$ cat src/logic/iopd_pkg.sv
// Purpose: Constants for the I/O port and automatic power-down block
// Assumes: Single 100 MHz clock, asynchronous active-low reset
// Notes:   Ports A-C are eight bits wide, port D uses bits 2 and 1
package iopd_pkg;
  localparam int          PORT_W      = 8;
  localparam int          MC_W        = 8;
  localparam logic [3:0]  PD_LIMIT    = 4'hF;
  localparam logic [7:0]  RST_DIR     = 8'h00;
  localparam logic [7:0]  RST_CTL     = 8'h00;
  localparam logic [7:0]  RST_DOUT    = 8'h00;
  localparam logic [7:0]  RST_DRV     = 8'h00;
  localparam logic [7:0]  RST_MC      = 8'h00;
  localparam logic [7:0]  PD_USED_MSK = 8'h06;
  localparam int          PD_BIT_SEL  = 2;
  localparam int          PD_BIT_CLK  = 1;
  localparam logic [7:0]  PC_BC_MSK   = 8'h9C;
  // Register select codes on the CPU register port
  localparam logic [3:0]  SEL_DIN_A   = 4'h0;
  localparam logic [3:0]  SEL_DIN_B   = 4'h1;
  localparam logic [3:0]  SEL_DIN_C   = 4'h2;
  localparam logic [3:0]  SEL_DIN_D   = 4'h3;
  localparam logic [3:0]  SEL_DOUT_A  = 4'h4;
  localparam logic [3:0]  SEL_DOUT_B  = 4'h5;
  localparam logic [3:0]  SEL_DOUT_C  = 4'h6;
  localparam logic [3:0]  SEL_DOUT_D  = 4'h7;
  localparam logic [3:0]  SEL_DIR_A   = 4'h8;
  localparam logic [3:0]  SEL_DIR_B   = 4'h9;
  localparam logic [3:0]  SEL_DIR_C   = 4'hA;
  localparam logic [3:0]  SEL_DIR_D   = 4'hB;
  localparam logic [3:0]  SEL_CTL_A   = 4'hC;
  localparam logic [3:0]  SEL_CTL_B   = 4'hD;
  localparam logic [3:0]  SEL_MC_AB   = 4'hE;
  localparam logic [3:0]  SEL_MC_BC   = 4'hF;
endpackage

$ cat src/logic/iopd_top.sv
// Purpose: Ports A-D pin control, CPU register access and auto power-down
// Assumes: Pin, strobe and logic clock inputs are asynchronous
// Notes:   Drive-select registers are reached by a separate select line
`timescale 1ns/1ns
module iopd_top (
  // Clock and reset
  input  wire logic                       I_CLK_SYS,
  input  wire logic                       I_RSTN,
  // CPU register port
  input  wire logic                       I_REG_WR,
  input  wire logic                       I_REG_DRV,
  input  wire logic [3:0]                 I_REG_SEL,
  input  wire logic [1:0]                 I_REG_DRV_PORT,
  input  wire logic [7:0]                 I_REG_WDATA,
  output logic      [7:0]                 O_REG_RDATA,
  // CPU address and strobe
  input  wire logic [7:0]                 I_CPU_ADDR,
  input  wire logic                       I_ADDR_STROBE,
  // Mode and power configuration
  input  wire logic                       I_PERIPHERAL_IO_BIT,
  input  wire logic                       I_PERIPHERAL_SELECT,
  input  wire logic                       I_APD_ENABLE,
  input  wire logic                       I_BLOCK_CPU_CTRL,
  input  wire logic                       I_BLOCK_LOGIC_CLK,
  input  wire logic                       I_CPU_RD,
  input  wire logic                       I_CPU_WR,
  // Logic array terms
  input  wire logic [7:0]                 I_OE_TERM_A,
  input  wire logic [7:0]                 I_OE_TERM_B,
  input  wire logic [7:0]                 I_OE_TERM_C,
  input  wire logic [7:0]                 I_OE_TERM_D,
  input  wire logic [7:0]                 I_MC_AB_LOGIC,
  input  wire logic [7:0]                 I_MC_BC_LOGIC,
  input  wire logic [7:0]                 I_MC_AB_ON_A,
  input  wire logic [7:0]                 I_MC_BC_ON_B,
  input  wire logic [1:0]                 I_EXT_CS,
  input  wire logic [1:0]                 I_EXT_CS_EN,
  // Pins
  input  wire logic [7:0]                 I_PA,
  input  wire logic [7:0]                 I_PB,
  input  wire logic [7:0]                 I_PC,
  input  wire logic [7:0]                 I_PD,
  output logic      [7:0]                 O_PA,
  output logic      [7:0]                 O_PB,
  output logic      [7:0]                 O_PC,
  output logic      [7:0]                 O_PD,
  output logic      [7:0]                 O_PA_OE,
  output logic      [7:0]                 O_PB_OE,
  output logic      [7:0]                 O_PC_OE,
  output logic      [7:0]                 O_PD_OE,
  // Power and gating status
  output logic                            O_POWER_DOWN_FLAG,
  output logic                            O_MEM_SELECT_EN,
  output logic                            O_CPU_BUS_EN,
  output logic                            O_ARRAY_CPU_CTRL_EN,
  output logic                            O_ARRAY_LOGIC_CLK
);
  import iopd_pkg::*;

  //////////////////////////////////////////////////////////////////////////////
  // Input synchronisers: three stages, a change counts when stages 2 and 3 agree
  logic [35:0] s1_q, s2_q, s3_q, s1_d, s2_d, s3_d;
  logic [35:0] raw;
  logic [35:0] stab_q, stab_d;
  assign raw = {I_PD, I_PC, I_PB, I_PA, I_PD[PD_BIT_CLK], I_ADDR_STROBE, I_PD[PD_BIT_SEL], 1'b0};

  always_comb begin
    s1_d   = raw;
    s2_d   = s1_q;
    s3_d   = s2_q;
    stab_d = stab_q;
    for (int i = 0; i < 36; i++) begin
      if (s2_q[i] == s3_q[i]) begin
        stab_d[i] = s3_q[i];
      end
    end
  end

  always_ff @(posedge I_CLK_SYS or negedge I_RSTN) begin
    if (!I_RSTN) begin
      s1_q   <= '0;
      s2_q   <= '0;
      s3_q   <= '0;
      stab_q <= '0;
    end else begin
      s1_q   <= s1_d;
      s2_q   <= s2_d;
      s3_q   <= s3_d;
      stab_q <= stab_d;
    end
  end

  logic [7:0] pin_a, pin_b, pin_c, pin_d;
  logic       lclk_s, strobe_s, msel_s;
  assign pin_a    = stab_q[11:4];
  assign pin_b    = stab_q[19:12];
  assign pin_c    = stab_q[27:20];
  assign pin_d    = stab_q[35:28] & PD_USED_MSK;
  assign lclk_s   = stab_q[3];
  assign strobe_s = stab_q[2];
  assign msel_s   = stab_q[1];

  //////////////////////////////////////////////////////////////////////////////
  // Port configuration and data registers
  logic [7:0] dir_q [4];
  logic [7:0] dir_d [4];
  logic [7:0] drv_q [4];
  logic [7:0] drv_d [4];
  logic [7:0] dout_q [4];
  logic [7:0] dout_d [4];
  logic [7:0] ctl_q [2];
  logic [7:0] ctl_d [2];
  logic [7:0] mcab_q, mcab_d, mcbc_q, mcbc_d;
  logic       pdn_q;
  logic       reg_ok;

  // Bus isolated from the arrays while powered down
  assign reg_ok = I_REG_WR && !pdn_q;

  always_comb begin
    dir_d  = dir_q;
    drv_d  = drv_q;
    dout_d = dout_q;
    ctl_d  = ctl_q;
    mcab_d = I_MC_AB_LOGIC;
    mcbc_d = I_MC_BC_LOGIC;
    if (reg_ok && I_REG_DRV) begin
      drv_d[I_REG_DRV_PORT] = (I_REG_DRV_PORT == 2'h3) ? (I_REG_WDATA & PD_USED_MSK) : I_REG_WDATA;
    end else if (reg_ok) begin
      unique case (I_REG_SEL)
        SEL_DOUT_A: dout_d[0] = I_REG_WDATA;
        SEL_DOUT_B: dout_d[1] = I_REG_WDATA;
        SEL_DOUT_C: dout_d[2] = I_REG_WDATA;
        SEL_DOUT_D: dout_d[3] = I_REG_WDATA & PD_USED_MSK;
        SEL_DIR_A:  dir_d[0]  = I_REG_WDATA;
        SEL_DIR_B:  dir_d[1]  = I_REG_WDATA;
        SEL_DIR_C:  dir_d[2]  = I_REG_WDATA;
        SEL_DIR_D:  dir_d[3]  = I_REG_WDATA & PD_USED_MSK;
        SEL_CTL_A:  ctl_d[0]  = I_REG_WDATA;
        SEL_CTL_B:  ctl_d[1]  = I_REG_WDATA;
        SEL_MC_AB:  mcab_d    = I_REG_WDATA;
        SEL_MC_BC:  mcbc_d    = I_REG_WDATA;
        default:    ;
      endcase
    end
  end

  always_ff @(posedge I_CLK_SYS or negedge I_RSTN) begin
    if (!I_RSTN) begin
      for (int p = 0; p < 4; p++) begin
        dir_q[p]  <= RST_DIR;
        drv_q[p]  <= RST_DRV;
        dout_q[p] <= RST_DOUT;
      end
      ctl_q[0] <= RST_CTL;
      ctl_q[1] <= RST_CTL;
      mcab_q   <= RST_MC;
      mcbc_q   <= RST_MC;
    end else begin
      dir_q  <= dir_d;
      drv_q  <= drv_d;
      dout_q <= dout_d;
      ctl_q  <= ctl_d;
      mcab_q <= mcab_d;
      mcbc_q <= mcbc_d;
    end
  end

  //////////////////////////////////////////////////////////////////////////////
  // Register read-back
  logic [7:0] rdata_d, rdata_q;
  always_comb begin
    rdata_d = 8'h00;
    if (I_REG_DRV) begin
      rdata_d = drv_q[I_REG_DRV_PORT];
    end else begin
      unique case (I_REG_SEL)
        SEL_DIN_A:  rdata_d = pin_a;
        SEL_DIN_B:  rdata_d = pin_b;
        SEL_DIN_C:  rdata_d = pin_c;
        SEL_DIN_D:  rdata_d = pin_d;
        SEL_DOUT_A: rdata_d = dout_q[0];
        SEL_DOUT_B: rdata_d = dout_q[1];
        SEL_DOUT_C: rdata_d = dout_q[2];
        SEL_DOUT_D: rdata_d = dout_q[3];
        SEL_DIR_A:  rdata_d = dir_q[0];
        SEL_DIR_B:  rdata_d = dir_q[1];
        SEL_DIR_C:  rdata_d = dir_q[2];
        SEL_DIR_D:  rdata_d = dir_q[3];
        SEL_CTL_A:  rdata_d = ctl_q[0];
        SEL_CTL_B:  rdata_d = ctl_q[1];
        SEL_MC_AB:  rdata_d = mcab_q;
        SEL_MC_BC:  rdata_d = mcbc_q;
        default:    rdata_d = 8'h00;
      endcase
    end
    if (pdn_q) begin
      rdata_d = 8'h00;
    end
  end

  always_ff @(posedge I_CLK_SYS or negedge I_RSTN) begin
    if (!I_RSTN) begin
      rdata_q <= 8'h00;
    end else begin
      rdata_q <= rdata_d;
    end
  end
  assign O_REG_RDATA = rdata_q;

  //////////////////////////////////////////////////////////////////////////////
  // Automatic power-down: idle periods of the logic clock input
  logic [3:0] idle_q, idle_d;
  logic       lclk_prev_q, strobe_prev_q, pdn_d;
  logic       lclk_rise, strobe_rise;
  assign lclk_rise   = lclk_s && !lclk_prev_q;
  assign strobe_rise = strobe_s && !strobe_prev_q;

  always_comb begin
    idle_d = idle_q;
    pdn_d  = pdn_q;
    if (!I_APD_ENABLE || strobe_rise) begin
      idle_d = 4'h0;
    end else if (lclk_rise && idle_q != PD_LIMIT) begin
      idle_d = idle_q + 4'h1;
    end
    // Enable alone arms power-down; no separate enable bit
    if (I_APD_ENABLE && idle_d == PD_LIMIT) begin
      pdn_d = 1'b1;
    end
    if (strobe_rise || !msel_s || !I_APD_ENABLE) begin
      pdn_d = 1'b0;
    end
  end

  always_ff @(posedge I_CLK_SYS or negedge I_RSTN) begin
    if (!I_RSTN) begin
      idle_q        <= 4'h0;
      pdn_q         <= 1'b0;
      lclk_prev_q   <= 1'b0;
      strobe_prev_q <= 1'b0;
    end else begin
      idle_q        <= idle_d;
      pdn_q         <= pdn_d;
      lclk_prev_q   <= lclk_s;
      strobe_prev_q <= strobe_s;
    end
  end

  assign O_POWER_DOWN_FLAG   = pdn_q;
  assign O_MEM_SELECT_EN     = !msel_s && !pdn_q;
  assign O_CPU_BUS_EN        = !pdn_q;
  assign O_ARRAY_CPU_CTRL_EN = !I_BLOCK_CPU_CTRL && (I_CPU_RD || I_CPU_WR);
  assign O_ARRAY_LOGIC_CLK   = lclk_s && !I_BLOCK_LOGIC_CLK;

  //////////////////////////////////////////////////////////////////////////////
  // Pin drive
  logic [7:0] addr_q, addr_d;
  logic       periph;
  assign addr_d = I_ADDR_STROBE ? I_CPU_ADDR : addr_q;
  assign periph = I_PERIPHERAL_IO_BIT && I_PERIPHERAL_SELECT;

  always_ff @(posedge I_CLK_SYS or negedge I_RSTN) begin
    if (!I_RSTN) begin
      addr_q <= 8'h00;
    end else begin
      addr_q <= addr_d;
    end
  end

  logic [7:0] a_d, b_d, c_d, d_d, aoe_d, boe_d, coe_d, doe_d;
  logic [7:0] a_q, b_q, c_q, d_q;
  logic [7:0] amode_a, amode_b;

  always_comb begin
    // Address mode needs control and direction both set
    amode_a = ctl_q[0] & dir_q[0];
    amode_b = ctl_q[1] & dir_q[1];
    aoe_d   = dir_q[0] | I_OE_TERM_A;
    boe_d   = dir_q[1] | I_OE_TERM_B;
    coe_d   = dir_q[2] | I_OE_TERM_C;
    doe_d   = (dir_q[3] | I_OE_TERM_D | {5'h00, I_EXT_CS_EN, 1'b0}) & PD_USED_MSK;
    for (int i = 0; i < 8; i++) begin
      a_d[i] = amode_a[i] ? addr_q[i] :
               (I_MC_AB_ON_A[i] ? mcab_q[i] : dout_q[0][i]);
      b_d[i] = amode_b[i] ? addr_q[i] :
               (!I_MC_AB_ON_A[i] ? mcab_q[i] :
               (I_MC_BC_ON_B[i] ? mcbc_q[i] : dout_q[1][i]));
      c_d[i] = (!I_MC_BC_ON_B[i] && PC_BC_MSK[i]) ? mcbc_q[i] : dout_q[2][i];
    end
    // Chip selects come from the array directly, not from macrocells
    d_d = (dout_q[3] & ~{5'h00, I_EXT_CS_EN, 1'b0}) |
          ({5'h00, I_EXT_CS & I_EXT_CS_EN, 1'b0});
    d_d = d_d & PD_USED_MSK;
    if (periph) begin
      aoe_d = I_OE_TERM_A;
    end
    if (pdn_q) begin
      // CPU and logic pins hold level; address pins undefined, held here
      a_d = a_q;
      b_d = b_q;
      c_d = c_q;
      d_d = d_q;
      if (periph) begin
        aoe_d = 8'h00;
      end
    end
  end

  always_ff @(posedge I_CLK_SYS or negedge I_RSTN) begin
    if (!I_RSTN) begin
      a_q <= 8'h00;
      b_q <= 8'h00;
      c_q <= 8'h00;
      d_q <= 8'h00;
    end else begin
      a_q <= a_d;
      b_q <= b_d;
      c_q <= c_d;
      d_q <= d_d;
    end
  end

  assign O_PA    = a_q;
  assign O_PB    = b_q;
  assign O_PC    = c_q;
  assign O_PD    = d_q;
  assign O_PA_OE = aoe_d;
  assign O_PB_OE = boe_d;
  assign O_PC_OE = coe_d;
  assign O_PD_OE = doe_d;
endmodule

$ cat config.mk
export PLATFORM = sky130hd
export DESIGN_NAME = iopd_top
export DESIGN_NICKNAME = d
export VERILOG_FILES = /design/src/logic/iopd_pkg.sv /design/src/logic/iopd_top.sv
export SDC_FILE = /design/constraint.sdc
export NUM_CORES = 1
export LEC_CHECK = 0
export BUFFER_PORTS_ARGS = -buffer_cell sky130_fd_sc_hd__buf_4
export CAP_MARGIN = 40
export CORE_MARGIN = 4
export CORE_UTILIZATION = 50
export CTS_CLUSTER_SIZE = 28
export DETAILED_ROUTE_END_ITERATION = 16
export PLACE_DENSITY = 0.88
export SLEW_MARGIN = 15
export SYNTH_ARGS = -nofsm -noshare
export SYNTH_HDL_FRONTEND = slang
export SYNTH_SLANG_ARGS = --single-unit
export TNS_END_PERCENT = 30
$ cat constraint.sdc
create_clock -name I_CLK_SYS -period 1.7 [get_ports I_CLK_SYS]
set_input_delay 0 -clock I_CLK_SYS [delete_from_list [all_inputs] [get_ports I_CLK_SYS]]
set_output_delay 0 -clock I_CLK_SYS [all_outputs]
set_load 0.02 [all_outputs]
==> results by group, run 1 <==
Placed design
  • Number of buffer cells added on primary ports: 186
  • Detailed Place HPWL: 23.0 mm
  • Routability Congestion: 0.976
  • Placed Area: 0.0136 mm²

Final layout
  • Final Cell Area: 0.0155 mm²
  • # fillers: 1,455
  • Area delta synth->final: 37.4%
  • Fin util: 0.706
  • Area occupied by multi-input gates: 0.00439 mm²
  • Layout cell share with drive strength beyond 1: 0.427
  • Most common cell after layout, fill and taps aside: dfrtp_1
  • Commonest non-fill, non-tap cells in the layout: 272 x dfrtp_1, 255 x buf_4, 110 x mux2_2, 78 x dlygate4sd3_1, 40 x nand2_1
  • Register area: 0.00683 mm²
  • NumNets Final: 1,316

Pwr
  • Leak: 7.11 nW
  • Pwr Total: 17.4 mW
  • P per Cell Area: 1120 mW/mm²
  • Maximum vdd drop: 0.818 mV

Floorplan
  • # rows: 54
  • Die Height: 158 µm
  • Die X: 158 µm
  • Die Area: 0.0251 mm²
  • Core area: 0.0220 mm²
  • Initial core utilization: 0.514
  • I/O pin count: 211

Global routing
  • Number of global-route vias before repair: 8,682
  • Gr usage total: 0.260
  • Total grt overflow: 0
  • Largest net degree at the start of global routing: 63
  • Antenna violations before repair: 1
  • First-pass GRT wire length: 49.8 mm

Logic synthesis
  • Post-synth top flop: dfrtp_1
  • Area of the mapped netlist: 0.0113 mm²
  • Ys async rst share: 1.00
  • Syn Area/Cell: 13.4 µm²
  • Register bit total from synthesis: 273
  • Yosys cell types: 61
  • Yosys top cell area share: 0.604
  • Synth top area cells: dfrtp_1 60%, mux2_2 13%, mux2i_1 2.7%
  • Synth warn: 0
  • Cells after synthesis: 841
  • Yosys top cell by area: dfrtp_1
  • Number of synthesized flops with an enable pin: 0
  • Seq/Total Area, Yosys: 0.604

Setup path
  • Critical Setup Path Class: reg2reg
  • Crit path required time: 2.11 ns
  • CP max FO: 8
  • Arr. time, crit path: 2.21 ns
  • Critical path endpoint category: register
  • Worst setup SP type: register

Clocking
  • Clock sinks: 273
  • Clock-pin slew on the worst setup and hold paths: 0.07 ns
  • CTS Buf Count: 27
  • CTS tree: yes
  • Root Driver: clkbuf_16
  • Worst skew pair latency: 0.55 ns
  • H-tree depth: 1
  • Worst-case clock buffer depth: 3

Timing
  • Final setup viols: 69
  • Final Hold Fails: 0
  • Final worst-path cycle share: 1.06
  • Setup total negative slack: -2.55 ns
  • Fmax: 557 MHz
  • Rel. slew slack: 0.660
  • Skew final: 0.0237 ns
  • Final worst slack: -0.0949 ns
  • Minimum clock period: 1.79 ns
  • Final Max Tran Viols: 0
  • Worst-margin pin slew: 0.510 ns
  • RSZ-0062 raised after global routing: true

Routing
  • First-pass iteration count of the detailed router: 5
  • Vias: 8,482
  • WL per Instance: 22.3 µm
  • Iter 0 DRT Violations: 820
  • Via density per instance: 5.72
  • DRC: 0
  • Remaining antenna violation count: 0
  • Detailed Route WL: 33.0 mm

Worst hold path
  • Hold crit path type: in2async

Status
  • Failing checks: negative setup slack
  • Run status: finished, violations left

Job
  • Max-Cap Viols: 0
## through the flow
stage | hold slack, ns | std cells | setup slack [ns]
2_1_floorplan | -0.296 | 852 | 0.0105
3_3_place_gp | -0.0103 | 1354 | -0.0839
3_5_place_dp | -0.00829 | 1354 | -0.0895
4_1_cts | 0.00838 | 1481 | -0.0897
5_1_grt | 0.0490 | 1482 | -0.134
6_report | 0.0188 | 1482 | -0.0949
## kinds of logic after synthesis
family / share of synthesized area
buf+inv: 0.0279
flops: 0.604
other cells: 0.000332
fa+ha+maj: 0.0250
compound gates: 0.0817
simple gates: 0.0845
mux: 0.176
xor+xnor: 0.000774
## synthesized netlist by cell type (5+ instances only)
library cell and n:
mux2i_1 31, nor2_1 24, nand2_1 42, nor2b_1 11, inv_1 5, a22oi_1 9
o21ai_0 38, a21oi_1 18, and2_1 10, or2_2 16, nand2_2 7, maj3_1 27
nand2b_1 5, dfrtp_1 273, a22o_1 9, buf_2 15, mux2_2 131, clkbuf_1 18
nor3_1 10, buf_4 16, a31oi_1 20, mux4_2 9, nand3_1 14, a221oi_1 12
## power breakdown
group / internal, mW / switching, mW
registers: 7.30 / 0.673
logic: 1.69 / 1.43
clock network: 3.74 / 2.53
## sequential cells by signal, summed over array words and instances (netlist names), 16 cells and up
register / count
drv_q: 32
s1_q: 27
s2_q: 27
s3_q: 27
stab_q: 27
dir_q: 26
dout_q: 26
ctl_q: 16
## repair_timing
item	4_1_cts	5_1_grt
setup buffers	0	0
hold endpoints to repair	445	0
endpoints found under the setup margin	98	102
resized for setup	21	35
pin swaps	8	4
hold buffers	78	0
## path summary, 6_finish.rpt
kind | slack (ns) | startpoint | cells after the start | endpoint
worst max-delay path | -0.09 | O_POWER_DOWN_FLAG | 5 | drv_q[13]
worst min-delay path | 0.02 | I_RSTN | 2 | O_POWER_DOWN_FLAG
worst max register to register | -0.09 | O_POWER_DOWN_FLAG | 5 | drv_q[13]
worst min register to register | 0.35 | s1_q[14] | 0 | s2_q[14]
max in group asynchronous | 1.03 | I_RSTN | 3 | drv_q[29]
min in group I_CLK_SYS | 0.04 | I_REG_DRV_PORT[0] | 4 | O_REG_RDATA[2]
## cell type report
class,count,area share
flip-flops and latches,273,0.440
repair buffers,352,0.193
clock inverters,14,0.0119
diodes,1,0.000161
inverters,7,0.00169
well taps,280,0.0225
clock buffers,35,0.0486
multi-input cells,520,0.282
## per-layer routing
layer / track usage / vias to the layer above / part of all wire
met1: 0.359 / 4271 / 0.41
met3: 0.0484 / 70 / 0.081
met5: 0 / - / 0
met4: 0.0747 / 0 / 0.026
met2: 0.426 / 418 / 0.49
li1: - / 3723 / -
## critical path, stage by stage (launching register included)
cell     delay, ns
dfrtp_2       0.49
and2b_2       0.31
nand2_4       0.09
nor3b_4       0.25
buf_12        0.18
mux2_2        0.33
(Power assumes the default switching activity.)
==> run 2: changes to the inputs <==
--- a/config.mk
+++ b/config.mk
@@ -8,12 +8,12 @@
 export BUFFER_PORTS_ARGS = -buffer_cell sky130_fd_sc_hd__buf_4
 export CAP_MARGIN = 40
 export CORE_MARGIN = 4
-export CORE_UTILIZATION = 50
+export CORE_UTILIZATION = 55
 export CTS_CLUSTER_SIZE = 28
 export DETAILED_ROUTE_END_ITERATION = 16
-export PLACE_DENSITY = 0.88
+export PLACE_DENSITY = 0.91
 export SLEW_MARGIN = 15
 export SYNTH_ARGS = -nofsm -noshare
 export SYNTH_HDL_FRONTEND = slang
 export SYNTH_SLANG_ARGS = --single-unit
-export TNS_END_PERCENT = 30
+export TNS_END_PERCENT = 20
==> constraint.sdc (replaced) <==
create_clock -name I_CLK_SYS -period 1.9 [get_ports I_CLK_SYS]
set_input_delay 0 -clock I_CLK_SYS [delete_from_list [all_inputs] [get_ports I_CLK_SYS]]
set_output_delay 0 -clock I_CLK_SYS [all_outputs]
set_load 0.02 [all_outputs]
==> results by group, run 2 (synthesis results as in run 1) <==
Pwr
  • Leak: 6.72 nW
  • Maximum vdd drop: 0.699 mV
  • P per Cell Area: 1020 mW/mm²
  • Pwr Total: 15.2 mW

Placed design
  • Routability Congestion: 0.957
  • Placed Area: 0.0131 mm²
  • Placed cells: 1,285
  • Detailed Place HPWL: 21.3 mm
  • Dpl ws: 0.0565 ns
  • Number of buffer cells added on primary ports: 186

Routing
  • Met2 WL: 16.1 mm
  • Via density per instance: 6.10
  • Top Metal Used: met5
  • Met3 routed WL: 3.67 mm
  • Wl on met1: 12.2 mm
  • First-pass iteration count of the detailed router: 7
  • Vias: 8,636
  • Detailed Route WL: 33.8 mm
  • Iter 0 DRT Violations: 1,065
  • WL per Instance: 23.9 µm
  • DRC: 0
  • Remaining antenna violation count: 0

Timing
  • Worst-margin pin slew: 0.636 ns
  • Setup total negative slack: -0.00328 ns
  • Skew final: 0.0212 ns
  • Rel. slew slack: 0.575
  • Final worst slack: -0.00186 ns
  • Fmax: 526 MHz
  • RSZ-0062 raised after global routing: true
  • Final setup viols: 2
  • Final Hold Fails: 0
  • Final Max Tran Viols: 0
  • WHS: 0.0232 ns
  • Minimum clock period: 1.90 ns
  • Final worst-path cycle share: 1.00

Final layout
  • Commonest non-fill, non-tap cells in the layout: 272 x dfrtp_1, 208 x buf_4, 131 x mux2_2, 82 x dlygate4sd3_1, 42 x nand2_1
  • Area occupied by multi-input gates: 0.00425 mm²
  • Final Cell Area: 0.0149 mm²
  • Non-Filler Instances: 1,415
  • Biggest register: drv_q
  • Layout cell share with drive strength beyond 1: 0.381
  • Largest register FFs: 32
  • Most common cell after layout, fill and taps aside: dfrtp_1
  • Register area: 0.00683 mm²
  • Fin util: 0.734
  • Area delta synth->final: 31.4%
  • NumNets Final: 1,262
  • # fillers: 1,201

Setup path
  • Crit path required time: 2.30 ns
  • Reg2reg start: O_POWER_DOWN_FLAG
  • Start point of the critical path: O_POWER_DOWN_FLAG
  • Arr. time, crit path: 2.30 ns
  • CP max FO: 8
  • Critical path endpoint category: register
  • Worst setup SP type: register
  • Critical Setup Path Class: reg2reg

Floorplan
  • Core area: 0.0202 mm²
  • Initial core utilization: 0.559
  • Die Height: 151 µm
  • Die Area: 0.0229 mm²
  • # rows: 52
  • I/O pin count: 211
  • Die X: 151 µm

Clocking
  • Worst-case clock buffer depth: 3
  • H-tree depth: 1
  • CTS tree: yes
  • Clock sinks: 273
  • Worst skew pair latency: 0.53 ns
  • Clock-pin slew on the worst setup and hold paths: 0.07 ns
  • CTS Buf Count: 27
  • Root Driver: clkbuf_16

Global routing
  • Largest net degree at the start of global routing: 71
  • Total grt overflow: 0
  • Number of global-route vias before repair: 9,178
  • Antenna violations before repair: 3
  • Gr usage total: 0.292
  • First-pass GRT wire length: 51.4 mm

Status
  • Failing checks: negative setup slack
  • Run status: finished, violations left

Job
  • Max-Cap Viols: 0

Worst hold path
  • Hold crit path type: in2async
[run 2: cell types whose count changed in the layout (fill, tap and decap cells not counted), sizes merged]
cell         before  now
clkinv            6    5
clkinvlp          3    1
clkbuf           35   34
dlygate4sd3      78   82
buf             274  216
diode             1    2
[run 2: power breakdown]
part	internal [mW]	switching [mW]
clock network	3.22	2.23
registers	6.53	0.658
logic	1.32	1.23
total	11.1	4.11
[run 2: final cells by class]
class                           instances  share of cell area
Clock buffer                           34              0.0486
Antenna cell                            2            0.000337
Inverter                                7             0.00177
Clock inverter                         11              0.0109
Timing Repair Buffer                  298               0.170
Multi-Input combinational cell        520               0.286
Tap cell                              270              0.0227
Sequential cell                       273               0.460
[run 2: layer usage]
metal	track usage	vias up
met5	0	-
met4	0.136	2
met3	0.0790	166
met2	0.465	633
met1	0.376	4225
li1	-	3610
[run 2: worst paths after layout]
check | end | slack, ns | depth (start not counted)
min in group I_CLK_SYS | O_REG_RDATA[0] | 0.04 | 3
max in group asynchronous | O_POWER_DOWN_FLAG | 1.20 | 3
worst max register to register | dir_q[26] | -0.002 | 4
worst min-delay path | s1_q[23] | 0.02 | 2
worst min register to register | s2_q[22] | 0.35 | 0
worst max-delay path | dir_q[26] | -0.002 | 4
[run 2: critical path, cell delays in order, from the launching register on]
cell and delay (ns):
dfrtp_2 0.45, nor4b_4 0.31, nand2_2 0.21, nor3_4 0.41, mux2_2 0.40
[run 2: timing repair]
action,4_1_cts,5_1_grt
hold endpoints to repair,441,0
resized for setup,3,8
hold buffers,82,0
setup buffers,0,1
pin swaps,0,1
endpoints found under the setup margin,8,54
